## config.mk

```make
export PLATFORM = sky130hd
export DESIGN_NAME = core_ecc_error_reporting
export DESIGN_NICKNAME = d
export VERILOG_FILES = /design/src/pkg/ecc_report_pkg.sv /design/src/logic/core_ecc_error_reporting.sv
export SDC_FILE = /design/constraint.sdc
export NUM_CORES = 1
export LEC_CHECK = 0
export BUFFER_PORTS_ARGS = -buffer_cell sky130_fd_sc_hd__buf_2
export CAP_MARGIN = 20
export CORE_MARGIN = 2
export CORE_UTILIZATION = 50
export CTS_CLUSTER_SIZE = 25
export DETAILED_ROUTE_END_ITERATION = 8
export HOLD_SLACK_MARGIN = 0.03
export PLACE_DENSITY = 0.89
export SLEW_MARGIN = 0
export SYNTH_ARGS = -nofsm -noshare
export SYNTH_HDL_FRONTEND = slang
export SYNTH_SLANG_ARGS = --single-unit
```

## constraint.sdc

```tcl
create_clock -name pclk -period 2.9 [get_ports pclk]
set_input_delay 0.58 -clock pclk [delete_from_list [all_inputs] [get_ports pclk]]
set_output_delay 0.58 -clock pclk [all_outputs]
set_load 0.1 [all_outputs]
```

## src/pkg/ecc_report_pkg.sv

```systemverilog
// Package with constants and types for the ECC error reporting block.
package ecc_report_pkg;
   localparam int EVENT_W = 30;
   localparam int BIT_IN_HANDLER = 0;
   localparam int BIT_RF_CORR = 1;
   localparam int BIT_RF_UNCORR = 2;
   localparam int BIT_IC_TAG = 3;
   localparam int BIT_IC_DATA = 4;
   localparam int BIT_XL_HW_CORR = 19;
   localparam int BIT_XL_HW_UNCORR = 20;
   localparam int BIT_XL_SW = 21;
   localparam logic [29:0] EVENT_RESET = 30'h0;
   localparam logic [31:0] APB_RDATA_RESET = 32'h0;
   localparam logic [11:0] ADDR_CONFIG = 12'h000;
   localparam logic [11:0] ADDR_STATUS = 12'h004;
   localparam logic [11:0] ADDR_MASK = 12'h008;
   localparam logic [11:0] ADDR_XLATE = 12'h00c;
   localparam int CFG_CHECK_EN = 0;
   localparam int CFG_EXC_EN = 1;
   localparam int CFG_HANDLER = 2;
   localparam logic [2:0] CONFIG_RESET = 3'h0;
   localparam logic [29:0] STATUS_RESET = 30'h0;
   localparam logic [29:0] MASK_RESET = 30'h0;

   // Syndrome classification reported by each RAM check.
   typedef enum logic [1:0]
   {
      ERR_NONE = 2'b00,
      ERR_SINGLE = 2'b01,
      ERR_DOUBLE = 2'b10,
      ERR_TRIPLE = 2'b11
   } err_class_t;

   typedef struct packed
   {
      logic valid;
      err_class_t cls;
   } check_result_t;

   typedef struct packed
   {
      logic psel;
      logic penable;
      logic pwrite;
      logic [11:0] paddr;
      logic [31:0] pwdata;
   } apb_req_t;
endpackage : ecc_report_pkg

```

## src/logic/core_ecc_error_reporting.sv

```systemverilog
// ECC error classification, recovery requests and event bus for the core RAMs.
`timescale 1ns/1ns
// Notes on behaviour
// - Check instruction cache, register file, translation buffer.
// - Cache errors invalidate line and refetch.
// - Register file single errors corrected silently.
// - Register file double errors raise exception.
// - Translation hardware single errors corrected silently.
// - Translation hardware double errors raise exception.
// - Software translation reads set flag, no exception.
// - Errors published on streaming event bus.
// - Event bits set even with checks disabled.
// - Bit 0 marks exception inside handler.
// - Bits 1, 2 mark register file errors.
// - Bits 3, 4 mark cache tag, data errors.
// - Bits 19-21 mark translation buffer errors.
module core_ecc_error_reporting #(
   parameter bit HAS_ICACHE = 1'b1,
   parameter bit HAS_XLATE = 1'b1
) (
   // Clock and reset.
   input wire logic pclk,
   input wire logic presetn,
   // APB register port.
   input wire ecc_report_pkg::apb_req_t apb_req,
   output logic [31:0] prdata,
   output logic pready,
   output logic pslverr,
   // Check results from the protected RAMs.
   input wire ecc_report_pkg::check_result_t ic_tag_check,
   input wire ecc_report_pkg::check_result_t ic_data_check,
   input wire ecc_report_pkg::check_result_t rf_check,
   input wire ecc_report_pkg::check_result_t xl_hw_check,
   input wire ecc_report_pkg::check_result_t xl_sw_check,
   // Recovery actions toward the core.
   output logic icache_invalidate,
   output logic icache_refetch,
   output logic rf_correct,
   output logic xl_hw_correct,
   output logic ecc_exception,
   // Streaming event bus.
   output logic [29:0] event_data,
   output logic event_valid,
   // Interrupt.
   output logic irq
);
   import ecc_report_pkg::*;

   logic [2:0] config_reg;
   logic [29:0] status;
   logic [29:0] mask;
   logic xlate_sw_error_bit;
   logic [29:0] next_events;
   logic check_enable_bit;
   logic check_exception_enable_bit;
   logic handler_mode_bit;
   logic ic_err;
   logic ic_tag_err;
   logic ic_data_err;
   logic rf_single;
   logic rf_double;
   logic xl_single;
   logic xl_double;
   logic xl_sw_err;
   logic exc_cause;
   logic wr_access;
   logic rd_access;
   logic addr_ok;
   logic setup_access;
   logic setup_read;

   assign check_enable_bit = config_reg[CFG_CHECK_EN];
   assign check_exception_enable_bit = config_reg[CFG_EXC_EN];
   assign handler_mode_bit = config_reg[CFG_HANDLER];

   // Classification of each RAM's check result.
   syndrome_sort #(
      .PRESENT(HAS_ICACHE)
   ) u_ic_tag (
      .result(ic_tag_check),
      .any_err(ic_tag_err),
      .single_err(),
      .double_err()
   );

   syndrome_sort #(
      .PRESENT(HAS_ICACHE)
   ) u_ic_data (
      .result(ic_data_check),
      .any_err(ic_data_err),
      .single_err(),
      .double_err()
   );

   syndrome_sort #(
      .PRESENT(1'b1)
   ) u_rf (
      .result(rf_check),
      .any_err(),
      .single_err(rf_single),
      .double_err(rf_double)
   );

   syndrome_sort #(
      .PRESENT(HAS_XLATE)
   ) u_xl_hw (
      .result(xl_hw_check),
      .any_err(),
      .single_err(xl_single),
      .double_err(xl_double)
   );

   syndrome_sort #(
      .PRESENT(HAS_XLATE)
   ) u_xl_sw (
      .result(xl_sw_check),
      .any_err(xl_sw_err),
      .single_err(),
      .double_err()
   );

   assign ic_err = ic_tag_err || ic_data_err;
   assign exc_cause = rf_double || xl_double;

   // Event vector, independent of the enable bits.
   always_comb
   begin
      next_events = EVENT_RESET;
      next_events[BIT_IN_HANDLER] = exc_cause && handler_mode_bit;
      next_events[BIT_RF_CORR] = rf_single;
      next_events[BIT_RF_UNCORR] = rf_double;
      next_events[BIT_IC_TAG] = ic_tag_err;
      next_events[BIT_IC_DATA] = ic_data_err;
      next_events[BIT_XL_HW_CORR] = xl_single;
      next_events[BIT_XL_HW_UNCORR] = xl_double;
      next_events[BIT_XL_SW] = xl_sw_err;
   end

   // Event bus registers, one-cycle pulses.
   always_ff @(posedge pclk or negedge presetn)
   begin
      if (!presetn)
         event_data <= EVENT_RESET;
      else
         event_data <= next_events;
   end

   always_ff @(posedge pclk or negedge presetn)
   begin
      if (!presetn)
         event_valid <= 1'b0;
      else
         event_valid <= |next_events;
   end

   // Recovery actions, gated by the configuration enables.
   always_ff @(posedge pclk or negedge presetn)
   begin
      if (!presetn)
         icache_invalidate <= 1'b0;
      else
         icache_invalidate <= check_enable_bit && ic_err;
   end

   always_ff @(posedge pclk or negedge presetn)
   begin
      if (!presetn)
         icache_refetch <= 1'b0;
      else
         icache_refetch <= check_enable_bit && ic_err;
   end

   always_ff @(posedge pclk or negedge presetn)
   begin
      if (!presetn)
         rf_correct <= 1'b0;
      else
         rf_correct <= check_enable_bit && rf_single;
   end

   always_ff @(posedge pclk or negedge presetn)
   begin
      if (!presetn)
         xl_hw_correct <= 1'b0;
      else
         xl_hw_correct <= check_enable_bit && xl_single;
   end

   always_ff @(posedge pclk or negedge presetn)
   begin
      if (!presetn)
         ecc_exception <= 1'b0;
      else
         ecc_exception <= check_enable_bit && check_exception_enable_bit && exc_cause;
   end

   // APB decode; single-cycle access.
   assign setup_access = apb_req.psel && !apb_req.penable;
   assign setup_read = setup_access && !apb_req.pwrite;
   assign wr_access = apb_req.psel && apb_req.penable && apb_req.pwrite;
   assign rd_access = apb_req.psel && apb_req.penable && !apb_req.pwrite;
   assign addr_ok = apb_req.paddr == ADDR_CONFIG || apb_req.paddr == ADDR_STATUS ||
      apb_req.paddr == ADDR_MASK || apb_req.paddr == ADDR_XLATE;

   // Configuration and mask registers.
   always_ff @(posedge pclk or negedge presetn)
   begin
      if (!presetn)
         config_reg <= CONFIG_RESET;
      else if (wr_access && apb_req.paddr == ADDR_CONFIG)
         config_reg <= apb_req.pwdata[2:0];
   end

   always_ff @(posedge pclk or negedge presetn)
   begin
      if (!presetn)
         mask <= MASK_RESET;
      else if (wr_access && apb_req.paddr == ADDR_MASK)
         mask <= apb_req.pwdata[29:0];
   end

   // Sticky status, write one to clear; a new event wins over the clear.
   always_ff @(posedge pclk or negedge presetn)
   begin
      if (!presetn)
         status <= STATUS_RESET;
      else if (wr_access && apb_req.paddr == ADDR_STATUS)
         status <= (status & ~apb_req.pwdata[29:0]) | next_events;
      else
         status <= status | next_events;
   end

   // Software read error bit, set by hardware, cleared by writing a one.
   always_ff @(posedge pclk or negedge presetn)
   begin
      if (!presetn)
         xlate_sw_error_bit <= 1'b0;
      else if (xl_sw_err)
         xlate_sw_error_bit <= 1'b1;
      else if (wr_access && apb_req.paddr == ADDR_XLATE && apb_req.pwdata[0])
         xlate_sw_error_bit <= 1'b0;
   end

   // Ready and error response, one cycle after setup.
   always_ff @(posedge pclk or negedge presetn)
   begin
      if (!presetn)
         pready <= 1'b0;
      else
         pready <= setup_access;
   end

   always_ff @(posedge pclk or negedge presetn)
   begin
      if (!presetn)
         pslverr <= 1'b0;
      else
         pslverr <= setup_access && !addr_ok;
   end

   // Read data, valid in the access cycle of a read.
   always_ff @(posedge pclk or negedge presetn)
   begin
      if (!presetn)
         prdata <= APB_RDATA_RESET;
      else if (setup_read)
      begin
         case (apb_req.paddr)
            ADDR_CONFIG: prdata <= {29'h0, config_reg};
            ADDR_STATUS: prdata <= {2'h0, status};
            ADDR_MASK: prdata <= {2'h0, mask};
            ADDR_XLATE: prdata <= {31'h0, xlate_sw_error_bit};
            default: prdata <= APB_RDATA_RESET;
         endcase
      end
      else if (!rd_access)
         prdata <= APB_RDATA_RESET;
   end

   // Interrupt level from unmasked sticky status.
   always_ff @(posedge pclk or negedge presetn)
   begin
      if (!presetn)
         irq <= 1'b0;
      else
         irq <= |(status & mask);
   end
endmodule : core_ecc_error_reporting

// Sorts one RAM's check result into its error classes.
module syndrome_sort #(
   parameter bit PRESENT = 1'b1
) (
   // Check result from one RAM.
   input wire ecc_report_pkg::check_result_t result,
   // Error classes found.
   output logic any_err,
   output logic single_err,
   output logic double_err
);
   import ecc_report_pkg::*;

   assign any_err = PRESENT && result.valid && result.cls != ERR_NONE;
   assign single_err = PRESENT && result.valid && result.cls == ERR_SINGLE;
   assign double_err = PRESENT && result.valid && result.cls == ERR_DOUBLE;
endmodule : syndrome_sort

```

==> metrics.txt, run 1 <==
HPWL Detailed just under 8000 um; Post CTS Setup Buffer Count 0; fin util about 62%; CTS buffer count 9; CP Capture Type flip-flop; Port-buffer cells about 110; Final min period ~2.3 ns; CTS root buf clkbuf_8; Overflow after GRT 0; Pwr Total ~2.9 mW; mux contribution to synthesized area a little under a tenth; RSZ-0062 raised after global routing no; Starting DRT DRC Count between 200 and 250; period utilization 80.0%; Post-DRT Antenna Nets 0; status completed; CTS clock-pin slew for the worst setup and hold paths 0.09 ns; Die Ht ~100 um; Worst R2R Start status[4]; post-CTS sizing 0; Core Box Area 8810 um2; GRT Resource Usage Total ~23%; WP data required 3.15 ns; max-slew violation count 0; fmax 0.431 GHz; die area between 9000 and 10,000 um2; Non-Filler Instances between 600 and 700; I/O Pins approximately 140; Area Overhead vs Synth 18.9%; synthesized area per cell about 12 um2; Synth warnings 0; Slew headroom roughly 66%; largest net degree at the start of global routing 34; Synth top area share between 50% and 60%; Via Count 3,387; Post-Synth Adder-Cell Area 0%; setup TNS 0 ns; CTS Sinks 110; vias in the first global route between 3,000 and 4,000; XOR/XNOR Fraction of Synth Area 0%; Synth area leader dfrtp_1; # diodes 0; initial antenna violation count 0; Worst Tran Pin Value 0.504 ns; RePlAce Congestion between 0.9 and 1; beginning of the critical path apb_req[41]; Min Hold Slack between 0.1 and 0.15 ns; clk_skew roughly 0.014 ns; Gate Count Post-Synth ~380; top post-synthesis cells by area dfrtp_1, mux2_2, a22oi_1, nand2_1, buf_4; global-route wire length before repair approximately 17,000 um; share of cells above drive strength 1 35.5%; VDD IR-drop max ~270 uV; largest family of logic cells by synthesized area compound AO/OA/AOI/OAI gates; P_leak 2.90 nW; synth unique cells 41; placed cells 590; commonest non-fill, non-tap cell in the layout dfrtp_1; Total Routed Length 10,900 um; DRT Pass-1 Iters 5; Regs by FF count mask (30), prdata (30), status (30); Post-route DRC 0; hold_buf cts 0; Max Used Layer met4; WL/cell 18.0 um; endpoints failing hold 0; clock latency on the worst-skew pair between 0.3 and 0.4 ns; Final setup violation count 0; fin nets 557; kind of critical path in2reg; htree depth 3; Crit path arrival time ~2.6 ns; post-synthesis sequential area ratio between 50% and 60%; MaxCap Viol Count 0; met3 wire length ~740 um; CTS tree built; most frequent cells in the layout dfrtp_1, buf_2, nand2_1; crit start category input pin; met2 routed WL about 5600 um; row cnt 34; Synth Area in Compound Gates roughly an eighth; count of state elements after synthesis 110; crit path max fanout 6; M1 WL ~4400 um; Synth Area in Simple Gates between 10% and 20%; clk buf depth 2; Post-Synthesis Cell Area roughly 4600 um2; Vias per Instance between 5 and 6; Starting Density 52.2%; Pwr Density approximately 520 nW/um2; Hold/Removal Path Class in2async; DIE WIDTH roughly 100 um
cell usage after synthesis (all sizes together):
| cell type | instances |
|---|---|
| or3 | 2 |
| nand2b | 1 |
| or4 | 3 |
| and2 | 3 |
| clkbuf | 8 |
| mux2i | 2 |
| or3b | 1 |
| a22oi | 36 |
| conb | 1 |
| inv | 3 |
| nand4 | 3 |
| nand2 | 68 |
| or2 | 3 |
| a221oi | 3 |
| a21o | 7 |
| a22o | 3 |
| and3b | 3 |
| nor3 | 1 |
| buf | 33 |
| and3 | 1 |
| o21a | 2 |
| a21oi | 3 |
| mux2 | 33 |
| o21ai | 7 |
| dfrtp | 110 |
| nand4b | 1 |
| nor2b | 2 |
| mux4 | 1 |
| nor2 | 6 |
| a21boi | 23 |
| nand3 | 2 |
| nor4 | 4 |
| or4b | 2 |
cell families (layout without fill, tap and decap cells):
| family | after synthesis | count (layout) |
|---|---|---|
| buffers and inverters | 44 | 138 |
| AOI/OAI and AO/OA | 84 | 84 |
| other | 1 | 24 |
| muxes | 36 | 36 |
| and+or+nand+nor | 106 | 106 |
| DFF | 110 | 110 |
per-layer routing:
metal,GRT usage (%),vias to the layer above
met5,0,-
met4,9.17,0
met3,4.25,20
met2,37.8,145
met1,29.7,1707
li1,-,1515
worst max-delay path, stage by stage:
cell and delay [ns]:
buf_2 0.10, or4_4 0.61, or4_4 0.58, or3_4 0.39
mux2_4 0.31
final timing paths:
path	end	slack, ns	depth (start not counted)
min in group pclk	status[16]	0.40	2
min	status[15]	0.12	1
max in group asynchronous	event_data[0]	2.03	2
max	config_reg[2]	0.58	5
min reg2reg	prdata[7]	0.47	2
max reg2reg	irq	1.48	4
power by group:
part / internal (mW) / total, mW / switching, mW
registers: 1.54 / 1.54 / 0.00263
clock network: 0.508 / 0.995 / 0.487
logic: 0.0517 / 0.324 / 0.272
total: 2.10 / 2.86 / 0.762
per-stage QoR:
| stage | setup WS (ns) | cell area [um2] |
|---|---|---|
| after CTS | 0.600 | 5460 |
| final | 0.579 | 5460 |
| after floorplan | 0.364 | 4680 |
| after global placement | 0.244 | 5250 |
| after detailed placement | 0.217 | 5250 |
| after global routing | 0.567 | 5460 |
layout make-up:
type,count,area [um2]
fill,680,3340
clock buffer,12,145
sequential,110,2750
multi-input combinational,250,1680
inverter,3,11.3
tap,108,135
timing repair buffer,119,663
clock inverter,4,70.1
(Power assumes the default switching activity.)
==> inputs of run 2 (changes only) <==
--- a/config.mk
+++ b/config.mk
@@ -8,11 +8,11 @@
 export BUFFER_PORTS_ARGS = -buffer_cell sky130_fd_sc_hd__buf_2
 export CAP_MARGIN = 20
 export CORE_MARGIN = 2
-export CORE_UTILIZATION = 50
+export CORE_UTILIZATION = 46
 export CTS_CLUSTER_SIZE = 25
 export DETAILED_ROUTE_END_ITERATION = 8
 export HOLD_SLACK_MARGIN = 0.03
-export PLACE_DENSITY = 0.89
+export PLACE_DENSITY = 0.86
 export SLEW_MARGIN = 0
 export SYNTH_ARGS = -nofsm -noshare
 export SYNTH_HDL_FRONTEND = slang
==> constraint.sdc (replaced) <==
create_clock -name pclk -period 1.9 [get_ports pclk]
set_input_delay 0.38 -clock pclk [delete_from_list [all_inputs] [get_ports pclk]]
set_output_delay 0.38 -clock pclk [all_outputs]
set_load 0.1 [all_outputs]
==> run 2 against run 1 <==
The flow now finishes with violations (setup timing). Via count is 0.89% lower. Hold slack better by 0.075 ns. Global-route usage down 3.0 points. Cell count is 5.8% higher. Register-to-register slack got worse by 0.96 ns. Critical endpoint unchanged.
==> metrics.txt, run 2 (same netlist as run 1, synthesis figures left out) <==
status finished with violations; failing checks setup timing; NetSw roughly 1.2 mW; I/O Pins approximately 140; R2R depth 4; fin util between 50% and 60%; RePlAce Congestion about 0.86; VDD IR-drop max between 300 and 400 uV; register share of total power a little under three fifths; fmax about 0.50 GHz; CP Capture Type flip-flop; hold endpoint event_data[2]; Hold/Removal Path Class in2reg; register-to-register setup slack roughly 0.52 ns; setup ws final -0.0874 ns; initial antenna violation count 0; Worst R2R Start mask[22]; cells along the critical path buf_6 -> or4_4 -> or4_4 -> or3_4 -> mux2_4; CTS clock-pin slew for the worst setup and hold paths ~0.1 ns; P_leak ~3.0 nW; # diodes 0; Crit path arrival time between 2 and 2.5 ns; internal power approximately 3 mW; Core Box Area 9730 um2; fin nets 567; clock latency on the worst-skew pair between 0.3 and 0.4 ns; Clock Power Share around 33%; endpoints failing hold 0; CTS tree built; placed cell area 5380 um2; Final min period 1.99 ns; CTS root buf clkbuf_8; HPWL Detailed 7500 um; Post-DRT Antenna Nets 0; Port-buffer cells 108; WL/cell roughly 16 um; Total Routed Length between 10,000 and 15,000 um; DRT Pass-1 Iters 4; Worst Hold Depth 2; Worst Tran Pin Value approximately 0.50 ns; crit-path leading delay family simple AND/OR/NAND/NOR gates; DIE WIDTH 104 um; met2 Use GR roughly a third; CP peak stage delay ~0.56 ns; most frequent cells in the layout dfrtp_1, buf_2, nand2_1; row cnt 36; worst reg2reg endpoint irq; Pwr Density 758 nW/um2; GR Util met1 about 25%; share of cells above drive strength 1 between 30% and 40%; Finished Cell Area approximately 5600 um2; Gate power share between 10% and 20%; Most Frequent Cell on Critical Path or4_4; Worst path slowest cell or4_4; MaxCap Viol Count 0; Via Count 3,357; worst path bufs/invs 1; layer with the highest usage met2; Area Overhead vs Synth 22.7%; clk_skew about 0.011 ns; period utilization 105%; clk buf depth 2; Overflow after GRT 0; commonest non-fill, non-tap cell in the layout dfrtp_1; Final setup violation count 7; switching share of power between 20 and 30%; CTS Sinks between 100 and 150; Min Hold Slack approximately 0.19 ns; largest net degree at the start of global routing 47; vias in the first global route between 3,000 and 4,000; Slew headroom approximately two thirds; max-slew violation count 0; crit start category input pin; crit path max fanout 3; htree depth 3; Starting Density 47.2%; WP data required 2.17 ns; Vias per Instance approximately 5.2; die area between 10,000 and 15,000 um2; kind of critical path in2reg; hold path start rf_check[0]; grt met3 use between 3 and 4%; global-route wire length before repair 16,900 um; Post-route DRC 0; Starting DRT DRC Count around 140; Die Ht ~100 um; Regs by FF count mask (30), prdata (30), status (30); RSZ-0062 raised after global routing yes; GRT Resource Usage Total 19.8%; CTS buffer count 9
==> run 2: worst register-to-register path: stages (launching register included) <==
cell     delay [ns]
dfrtp_1        0.41
a22oi_1        0.32
nand4_1        0.21
nor2_1         0.16
nand4_1        0.13
==> run 2: worst max path at each step <==
stage | startpoint | endpoint | slack, ns | cells after the start
final | apb_req[41] | config_reg[2] | -0.09 | 5
after CTS | apb_req[41] | config_reg[2] | -0.07 | 5
after global routing | apb_req[41] | config_reg[1] | -0.08 | 5
after global placement | apb_req[41] | config_reg[1] | -0.45 | 5
after floorplan | apb_req[41] | config_reg[0] | -0.44 | 5
after detailed placement | apb_req[37] | config_reg[2] | -0.50 | 5
==> run 2: cell type report <==
| cell class | count | area, um2 |
|---|---|---|
| Sequential cell | 110 | 2750 |
| Timing Repair Buffer | 129 | 806 |
| Multi-Input combinational cell | 250 | 1700 |
| Tap cell | 133 | 166 |
| Clock inverter | 6 | 68.8 |
| Clock buffer | 10 | 128 |
| Inverter | 3 | 11.3 |
| Fill cell | 820 | 4100 |
==> run 2: power groups by stage <==
| stage | logic [mW] | registers (mW) | clock network, mW |
|---|---|---|---|
| global placement | 0.496 | 2.40 | 0 |
| detailed placement | 0.504 | 2.40 | 0 |
| finish | 0.507 | 2.36 | 1.41 |
| floorplan | 0.290 | 2.49 | 0 |
| CTS | 0.510 | 2.36 | 1.44 |
| global route | 0.535 | 2.36 | 1.53 |
==> run 2: per-stage QoR <==
stage	setup slack [ns]	total power, mW	TNS [ns]	cells
after floorplan	-0.436	2.78	-17.03	404
after global placement	-0.450	2.90	-22.32	623
after detailed placement	-0.496	2.91	-26.28	623
after CTS	-0.0734	4.30	-0.255	640
after global routing	-0.0836	4.42	-0.968	641
final	-0.0874	4.27	-0.258	641
==> run 2: layer usage <==
metal	share of wire, %	up-vias
met5	0	-
met4	3.2	0
met3	5.4	28
met2	50	124
met1	41	1665
li1	-	1540
==> run 2: what timing repair did <==
| item | in CTS | in global routing |
|---|---|---|
| resized for setup | 3 | 1 |
| pin swaps | 0 | 1 |
| endpoints found under the setup margin | 33 | 33 |
| setup buffers | 0 | 0 |
| hold endpoints to repair | 27 | 0 |
| gates cloned | 0 | 1 |
| hold buffers | 1 | 0 |
